## src/rtl/dis_pkg.sv

```systemverilog
// constants for the dac interrupt status and overflow block
package dis_pkg;
    localparam int ADDR_W = 12;
    localparam logic [11:0] ADDR_EVENT_MID = 12'h024;
    localparam logic [11:0] ADDR_EVENT_HIGH = 12'h025;
    localparam logic [11:0] ADDR_OVF_FLAGS = 12'h026;
    localparam logic [11:0] ADDR_DC_OVF = 12'h027;
    // event_status_mid bit positions
    localparam int MID_INPHASE_BIT = 0;
    localparam int MID_QUAD_BIT = 1;
    localparam int MID_OVERFLOW_BIT = 3;
    localparam int MID_DATA_READY_BIT = 4;
    // event_status_high bit positions
    localparam int HIGH_TRIP_BIT = 0;
    localparam int HIGH_WINDOW_BIT = 1;
    localparam int HIGH_ROTATED_BIT = 2;
    localparam int HIGH_LOCKED_BIT = 3;
    localparam int HIGH_OSC_ALIGN_BIT = 4;
    localparam int HIGH_POWER_BIT = 7;
    // implemented bits; all others read zero
    localparam logic [7:0] MID_USED_MASK = 8'h1B;
    localparam logic [7:0] HIGH_USED_MASK = 8'h9F;
    localparam logic [7:0] DC_OVF_MASK = 8'h01;
    localparam logic [7:0] STATUS_RESET = 8'h00;
endpackage

```

## src/rtl/dis_irq_status.sv

```systemverilog
// interrupt status bytes, overflow status bytes and active-low interrupt pin
// How it works
// - enable low: bit shows live source, no latch
// - enable high: latch rising edge, pull pin low
// - writing one clears latched bit; zero keeps
// - data ready at mid byte bit 4
// - overflow at bit 3; bit 2 reserved zero
// - quad check fail bit 1, inphase bit 0
// - power threshold error at high byte bit 7
// - oscillator align bit 4; bits 6:5 reserved
// - multiframe align locked at high bit 3
// - multiframe align rotated at high bit 2
// - phase out of window bit 1, own enable
// - multiframe align tripped at high bit 0
// - read-only datapath overflow byte, eight flags
// - dc shift overflow bit 0, rest zero
`timescale 1ns/100ps
`default_nettype none
module dis_irq_status (
    // clock and reset
    input wire logic i_clock,
    input wire logic i_srst,
    // register access
    input wire logic [11:0] i_reg_addr,
    input wire logic i_reg_wr,
    input wire logic [7:0] i_reg_wdata,
    input wire logic i_reg_rd,
    output logic [7:0] o_reg_rdata,
    // event sources
    input wire logic i_data_ready_flag,
    input wire logic i_datapath_overflow,
    input wire logic i_quad_seq_check_fail,
    input wire logic i_inphase_seq_check_fail,
    input wire logic i_power_threshold_error,
    input wire logic i_osc_align_tripped,
    input wire logic i_multiframe_align_locked,
    input wire logic i_multiframe_align_rotated,
    input wire logic i_multiframe_phase_out_of_window,
    input wire logic i_multiframe_align_tripped,
    // per-source interrupt enables
    input wire logic i_data_ready_int_enable,
    input wire logic i_overflow_int_enable,
    input wire logic i_quad_seq_int_enable,
    input wire logic i_inphase_seq_int_enable,
    input wire logic i_power_threshold_int_enable,
    input wire logic i_osc_align_int_enable,
    input wire logic i_align_locked_int_enable,
    input wire logic i_align_rotated_int_enable,
    input wire logic i_window_limit_int_enable,
    input wire logic i_align_trip_int_enable,
    // datapath overflow sources
    input wire logic i_prog_filter_ovf,
    input wire logic i_interp_stage1_ovf,
    input wire logic i_interp_stage2_ovf,
    input wire logic i_interp_stage3_ovf,
    input wire logic i_eighth_rate_mod_ovf,
    input wire logic i_fine_mixer_ovf,
    input wire logic i_phase_adjust_ovf,
    input wire logic i_gain_adjust_ovf,
    input wire logic i_dc_shift_ovf,
    // interrupt pin
    output logic o_irq_n
);
    logic [7:0] src_mid;
    logic [7:0] src_high;
    logic [7:0] en_mid;
    logic [7:0] en_high;
    logic [7:0] prev_mid_ff;
    logic [7:0] prev_high_ff;
    logic [7:0] lat_mid_ff;
    logic [7:0] lat_high_ff;
    logic [7:0] nxt_lat_mid;
    logic [7:0] nxt_lat_high;
    logic [7:0] view_mid;
    logic [7:0] view_high;
    logic [7:0] ovf_flags;
    logic [7:0] dc_ovf;
    logic [7:0] nxt_rdata;
    logic [7:0] rdata_ff;
    logic irq_n_ff;

    // next latch value: clear by write-one, hardware set wins over the clear
    function automatic logic [7:0] latch_next(
        input logic [7:0] lat,
        input logic [7:0] src,
        input logic [7:0] prev,
        input logic [7:0] en,
        input logic [7:0] clr
    );
        logic [7:0] rise;
        rise = src & ~prev;
        latch_next = ((lat & ~clr) | (rise & en)) & en;
    endfunction

    // bit 2 and bits 7:5 read zero
    always_comb begin
        src_mid = dis_pkg::STATUS_RESET;
        src_mid[dis_pkg::MID_DATA_READY_BIT] = i_data_ready_flag;
        src_mid[dis_pkg::MID_OVERFLOW_BIT] = i_datapath_overflow;
        src_mid[dis_pkg::MID_QUAD_BIT] = i_quad_seq_check_fail;
        src_mid[dis_pkg::MID_INPHASE_BIT] = i_inphase_seq_check_fail;
        en_mid = dis_pkg::STATUS_RESET;
        en_mid[dis_pkg::MID_DATA_READY_BIT] = i_data_ready_int_enable;
        en_mid[dis_pkg::MID_OVERFLOW_BIT] = i_overflow_int_enable;
        en_mid[dis_pkg::MID_QUAD_BIT] = i_quad_seq_int_enable;
        en_mid[dis_pkg::MID_INPHASE_BIT] = i_inphase_seq_int_enable;
    end

    always_comb begin
        src_high = dis_pkg::STATUS_RESET;
        src_high[dis_pkg::HIGH_POWER_BIT] = i_power_threshold_error;
        src_high[dis_pkg::HIGH_OSC_ALIGN_BIT] = i_osc_align_tripped;
        src_high[dis_pkg::HIGH_LOCKED_BIT] = i_multiframe_align_locked;
        src_high[dis_pkg::HIGH_ROTATED_BIT] = i_multiframe_align_rotated;
        src_high[dis_pkg::HIGH_WINDOW_BIT] = i_multiframe_phase_out_of_window;
        src_high[dis_pkg::HIGH_TRIP_BIT] = i_multiframe_align_tripped;
        en_high = dis_pkg::STATUS_RESET;
        en_high[dis_pkg::HIGH_POWER_BIT] = i_power_threshold_int_enable;
        en_high[dis_pkg::HIGH_OSC_ALIGN_BIT] = i_osc_align_int_enable;
        en_high[dis_pkg::HIGH_LOCKED_BIT] = i_align_locked_int_enable;
        en_high[dis_pkg::HIGH_ROTATED_BIT] = i_align_rotated_int_enable;
        en_high[dis_pkg::HIGH_WINDOW_BIT] = i_window_limit_int_enable;
        en_high[dis_pkg::HIGH_TRIP_BIT] = i_align_trip_int_enable;
    end

    // only bit 0 of the second byte is used
    always_comb begin
        ovf_flags = {i_prog_filter_ovf, i_interp_stage1_ovf, i_interp_stage2_ovf,
                     i_interp_stage3_ovf, i_eighth_rate_mod_ovf, i_fine_mixer_ovf,
                     i_phase_adjust_ovf, i_gain_adjust_ovf};
        dc_ovf = {7'h00, i_dc_shift_ovf} & dis_pkg::DC_OVF_MASK;
    end

    // write-one clear, zero leaves bits alone
    always_comb begin
        nxt_lat_mid = latch_next(lat_mid_ff, src_mid, prev_mid_ff, en_mid,
            (i_reg_wr && i_reg_addr == dis_pkg::ADDR_EVENT_MID) ? i_reg_wdata : 8'h00);
        nxt_lat_high = latch_next(lat_high_ff, src_high, prev_high_ff, en_high,
            (i_reg_wr && i_reg_addr == dis_pkg::ADDR_EVENT_HIGH) ? i_reg_wdata : 8'h00);
    end

    // disabled bits show the live source
    always_comb begin
        view_mid = ((lat_mid_ff & en_mid) | (src_mid & ~en_mid)) & dis_pkg::MID_USED_MASK;
        view_high = ((lat_high_ff & en_high) | (src_high & ~en_high))
            & dis_pkg::HIGH_USED_MASK;
    end

    // edge history; a source already high when enabled does not latch until it rises again
    always_ff @(posedge i_clock) begin
        if (i_srst) begin
            prev_mid_ff <= dis_pkg::STATUS_RESET;
            prev_high_ff <= dis_pkg::STATUS_RESET;
        end else begin
            prev_mid_ff <= src_mid;
            prev_high_ff <= src_high;
        end
    end

    always_ff @(posedge i_clock) begin
        if (i_srst) begin
            lat_mid_ff <= dis_pkg::STATUS_RESET;
            lat_high_ff <= dis_pkg::STATUS_RESET;
        end else begin
            lat_mid_ff <= nxt_lat_mid;
            lat_high_ff <= nxt_lat_high;
        end
    end

    // pin low while any latched bit remains
    always_ff @(posedge i_clock) begin
        if (i_srst) begin
            irq_n_ff <= 1'b1;
        end else begin
            irq_n_ff <= ~(|nxt_lat_mid | |nxt_lat_high);
        end
    end

    always_comb begin
        if (i_reg_addr == dis_pkg::ADDR_EVENT_MID) begin
            nxt_rdata = view_mid;
        end else if (i_reg_addr == dis_pkg::ADDR_EVENT_HIGH) begin
            nxt_rdata = view_high;
        end else if (i_reg_addr == dis_pkg::ADDR_OVF_FLAGS) begin
            nxt_rdata = ovf_flags;
        end else if (i_reg_addr == dis_pkg::ADDR_DC_OVF) begin
            nxt_rdata = dc_ovf;
        end else begin
            nxt_rdata = 8'h00;
        end
    end

    // read data holds until the next read
    always_ff @(posedge i_clock) begin
        if (i_srst) begin
            rdata_ff <= 8'h00;
        end else if (i_reg_rd) begin
            rdata_ff <= nxt_rdata;
        end
    end

    assign o_reg_rdata = rdata_ff;
    assign o_irq_n = irq_n_ff;
endmodule
`default_nettype wire

```

## config.mk

```make
export PLATFORM = sky130hd
export DESIGN_NAME = dis_irq_status
export DESIGN_NICKNAME = d
export VERILOG_FILES = /design/src/rtl/dis_pkg.sv /design/src/rtl/dis_irq_status.sv
export SDC_FILE = /design/constraint.sdc
export NUM_CORES = 1
export LEC_CHECK = 0
export ABC_AREA = 1
export BUFFER_PORTS_ARGS = -buffer_cell sky130_fd_sc_hd__buf_2
export CAP_MARGIN = 20
export CORE_MARGIN = 1
export CORE_UTILIZATION = 30
export CTS_CLUSTER_DIAMETER = 40
export CTS_CLUSTER_SIZE = 40
export DETAILED_ROUTE_END_ITERATION = 16
export MAX_ROUTING_LAYER = met4
export SYNTH_ARGS = -nofsm -noshare
export SYNTH_HDL_FRONTEND = slang
export SYNTH_SLANG_ARGS = --single-unit
```

## constraint.sdc

```tcl
create_clock -name i_clock -period 1.54 [get_ports i_clock]
set_input_delay 0.231 -clock i_clock [delete_from_list [all_inputs] [get_ports i_clock]]
set_output_delay 0.231 -clock i_clock [all_outputs]
set_load 0.03 [all_outputs]
```

Word-level counts from Yosys, hierarchy flattened
Index checks and enable logic that the tools add are counted.
- output and inout port bits: 9
- register bits after elaboration: 41
- logic and storage cells: 46
- mux-type cells: 6
- equal/unequal tests: 4
- bitwise operators: 24
- reductions and logical operators: 4
- operator list (cell ; number):
    8-bit bitwise AND ; 7
    12-bit by 6-bit == test with 1-bit output (second input constant) ; 4
    8-bit two-way mux ; 5
    8-bit inverter ; 5
    8-bit bitwise OR ; 3
    8-bit by 5-bit bitwise AND with 8-bit output ; 2
    8-bit OR reduction ; 2
    5-bit bitwise AND ; 2
    5-bit by 8-bit bitwise AND with 8-bit output ; 1
    5-bit inverter ; 1
    5-bit bitwise OR ; 1
    1-bit logical AND ; 2
    1-bit two-way mux ; 1
    1-bit inverter ; 1
    1-bit bitwise OR ; 1

Logic depth before layout (Yosys ltp)
- depth in word-level cells: 10
- gate-level depth with buffers: 11

Least setup slack after synthesis
Ideal clock, no wire load.
- path type: input port to flip-flop
- start point: in i_reg_addr[9]
- end point: reg rdata_ff[1], in the netlist o_reg_rdata[1]
- data arrival time: 1.064 ns
- slack: 0.344 ns
- stages: 9
- cell sequence: nor2_2 nand2_2 nor2_4 buf_6 nand2_1 nand2_1 o21ai_0 nand2_1 a21oi_1
- word-level cells in the longest chain between the ends: 4
- ends and longest elaborated chain (element ; line ; text):
    from (decl) ; dis_irq_status.sv:24 ; input wire logic [11:0] i_reg_addr,
    12-bit by 6-bit == test with 1-bit output ; dis_irq_status.sv:184 ; end else if (i_reg_addr == dis_pkg::ADDR_OVF_FLAGS) begin
    8-bit two-way mux ; dis_irq_status.sv:184 ;
    8-bit two-way mux ; dis_irq_status.sv:182 ; end else if (i_reg_addr == dis_pkg::ADDR_EVENT_HIGH) begin
    8-bit two-way mux (*) ; dis_irq_status.sv:180 ; if (i_reg_addr == dis_pkg::ADDR_EVENT_MID) begin
    to (signal assigned) ; dis_irq_status.sv:198 ; rdata_ff <= nxt_rdata;
    to (decl) ; dis_irq_status.sv:79 ; logic [7:0] rdata_ff;
Every way passes the cells marked *; elsewhere a longest branch is shown, timed or not.
A chain may end at the register's enable or synchronous reset.

Worst setup path after layout
Same ends and word-level chain as after synthesis.

==> flow_summary.json <==
{
  "async_flop_share": 0,
  "cts_buffers": 5,
  "n_fill_cell": 555,
  "critPathLaunchType": "input port",
  "synth_ff_type": "dfxtp_1",
  "nets": 367,
  "wl_um": 4030,
  "synth.distinct_cells": 20,
  "yosys_warnings": 0,
  "cts.htree.levels": 2,
  "slew-limit-headroom": 0.637,
  "cts_sinks": 29,
  "synth_area_sq_um": 1530,
  "grt_usage": 0.164,
  "vdd_drop_max_uv": 539,
  "syn-num-nets": 293,
  "syn_inst": 240,
  "ctsLongestPathBuffers": 2,
  "synth_edf_count": 0,
  "io_pins": 62,
  "p_per_area_nw_per_um2": 806,
  "ctsResizeCount": 0,
  "overflow": 0,
  "syn2layout_area_growth_pct": 34.9,
  "fin_skew_ps": 5.42,
  "first_iter_violations": 82,
  "postCtsSetupRepairBufs": 0,
  "drc": 0,
  "cp-startpoint": "i_reg_addr[9]",
  "rows": 25,
  "arrival_ps": 1490,
  "rsz0062_at_grt": "no",
  "sw_frac_of_total": 0.255,
  "die_area_sq_um": 5400,
  "wl_per_cell_um": 10.6,
  "r2r_start": "lat_high_ff[1]",
  "core-area_sq_um": 4820,
  "fin_util": 0.429,
  "num_vias": 1694,
  "slew_violations": 0,
  "antenna_found_initial": 0,
  "tritoncts": "done",
  "drt-vias-per-instance": 4.45,
  "yosys-top-cells-area": "dfxtp_1 38%, nand2_1 13%, inv_1 12%",
  "clock.fmax_ghz": 0.777,
  "synth.most_common_cell": "nand2_1",
  "post-dp-hpwl_um": 3250,
  "cts_hold_buffers": 0,
  "synth-seq-area-share": 0.379,
  "seqPwrFrac": 0.473,
  "fin_tns_setup_ps": 0,
  "ys_ff_latch": 29,
  "status": "complete, no violations",
  "p_leak_nw": 1.10,
  "clkLatencyLatePin_ps": 270,
  "p_sw_w": 0.000426,
  "holdWs_ps": 190,
  "critPathCaptureType": "flip-flop",
  "period_share": 0.835,
  "fp.dieH_um": 73.5,
  "n_antenna_cell": 0,
  "period_needed_ps": 1290,
  "hp-start": "i_osc_align_tripped",
  "grt_pass1_vias": 1522,
  "die_w_um": 73.5,
  "cts-root-buf": "clkbuf_8",
  "drtAntennaViolNets": 0,
  "drv_cap": 0,
  "first_pass_iters": 4,
  "setup_viol": 0,
  "hold_viol_final": 0,
  "pwr-share-comb": 0.152,
  "yosysTopAreaCell": "dfxtp_1",
  "grt_pass1_wl_um": 6440,
  "p_clk_frac": 0.375,
  "intPower_w": 0.00124,
  "required_ps": 1740,
  "synth.top_cells.by_count": "54 x nand2_1, 47 x inv_1, 29 x dfxtp_1",
  "clkTransAtPathRegs_ps": 60,
  "io_buffers": 59,
  "grt_max_degree": 30,
  "cp_max_fo": 10,
  "hp-class": "input port to flip-flop",
  "gp_congestion": 0.783,
  "tightest_slew_ps": 545,
  "criticalPathCategory": "input port to flip-flop",
  "synth.avg_cell_area_sq_um": 6.39,
  "yosysTopAreaCellShare": 0.379,
  "drive_gt1_frac": 0.277,
  "initial_core_util": 0.318
}
## layout make-up
class | instances | area, sq um | area share
tap | 67 | 83.8 | 0.0405
clock buffer | 7 | 86.3 | 0.0417
multi-input combinational | 158 | 744 | 0.360
timing repair buffer | 72 | 393 | 0.190
inverter | 48 | 180 | 0.0871
sequential | 29 | 581 | 0.281
## critical path, cell delays in order
cell,delay (ps)
buf_2,110
nor2_2,130
nand2_2,80
nor2_4,210
buf_4,170
nand2_1,80
o221ai_1,220
nand2_1,120
a21oi_1,130
## cells in the final DEF, fill, tap and decap left out, drive strengths merged
cell type and n:
clkinv 1, o21bai 1, nand4 12, inv 47
nor3 10, clkbuf 7, nand2 56, nor4 1
o21ai 7, a21oi 26, buf 72, dfxtp 29
nor2 32, nand3 10, o221ai 3
## power by group through the flow
stage          combinational (W)  sequential (W)  clock, W
5_1_grt                 0.000287        0.000792  0.000680
2_1_floorplan           0.000125        0.000811         0
3_5_place_dp            0.000253        0.000806         0
6_report                0.000253        0.000789  0.000625
3_3_place_gp            0.000249        0.000805         0
4_1_cts                 0.000254        0.000790  0.000643
## path summary, 6_finish.rpt
| kind | end | slack, ps | cells past startpoint |
|---|---|---|---|
| worst min-delay path | prev_high_ff[4] | 190 | 3 |
| worst max-delay path | o_reg_rdata[1] | 250 | 9 |
| worst min register to register | o_reg_rdata[1] | 460 | 2 |
| worst max register to register | o_reg_rdata[1] | 540 | 6 |
## sequential cells by signal, indices dropped and copies added, names as in the netlist
register / cells
o_reg_rdata: 8
lat_high_ff: 6
prev_high_ff: 6
lat_mid_ff: 4
prev_mid_ff: 4
o_irq_n: 1
## stage by stage
step                      power [W]  cells  worst slack, ps  area [sq um]
after CTS                   0.00169    381              260          2070
final                       0.00167    381              254          2070
after global routing        0.00176    381              117          2070
after floorplan            0.000936    240              344          1530
after detailed placement    0.00106    374            -24.9          1980
after global placement      0.00105    374             4.68          1980
## per-layer routing
| layer | up-vias | GRT usage | share of wire |
|---|---|---|---|
| met5 | - | - | 0 |
| met4 | 0 | 0.0662 | 0.020 |
| met3 | 8 | 0.0357 | 0.048 |
| met2 | 49 | 0.257 | 0.44 |
| met1 | 733 | 0.204 | 0.49 |
| li1 | 904 | - | - |
## kinds of logic (layout without fill, tap and decap cells)
family | Yosys count | count (layout) | synth area share
and+or+nand+nor | 121 | 121 | 0.353
buffers and inverters | 53 | 127 | 0.136
AOI/OAI and AO/OA | 37 | 37 | 0.132
DFF | 29 | 29 | 0.379
Note: power is estimated with default switching activity, not from simulation.
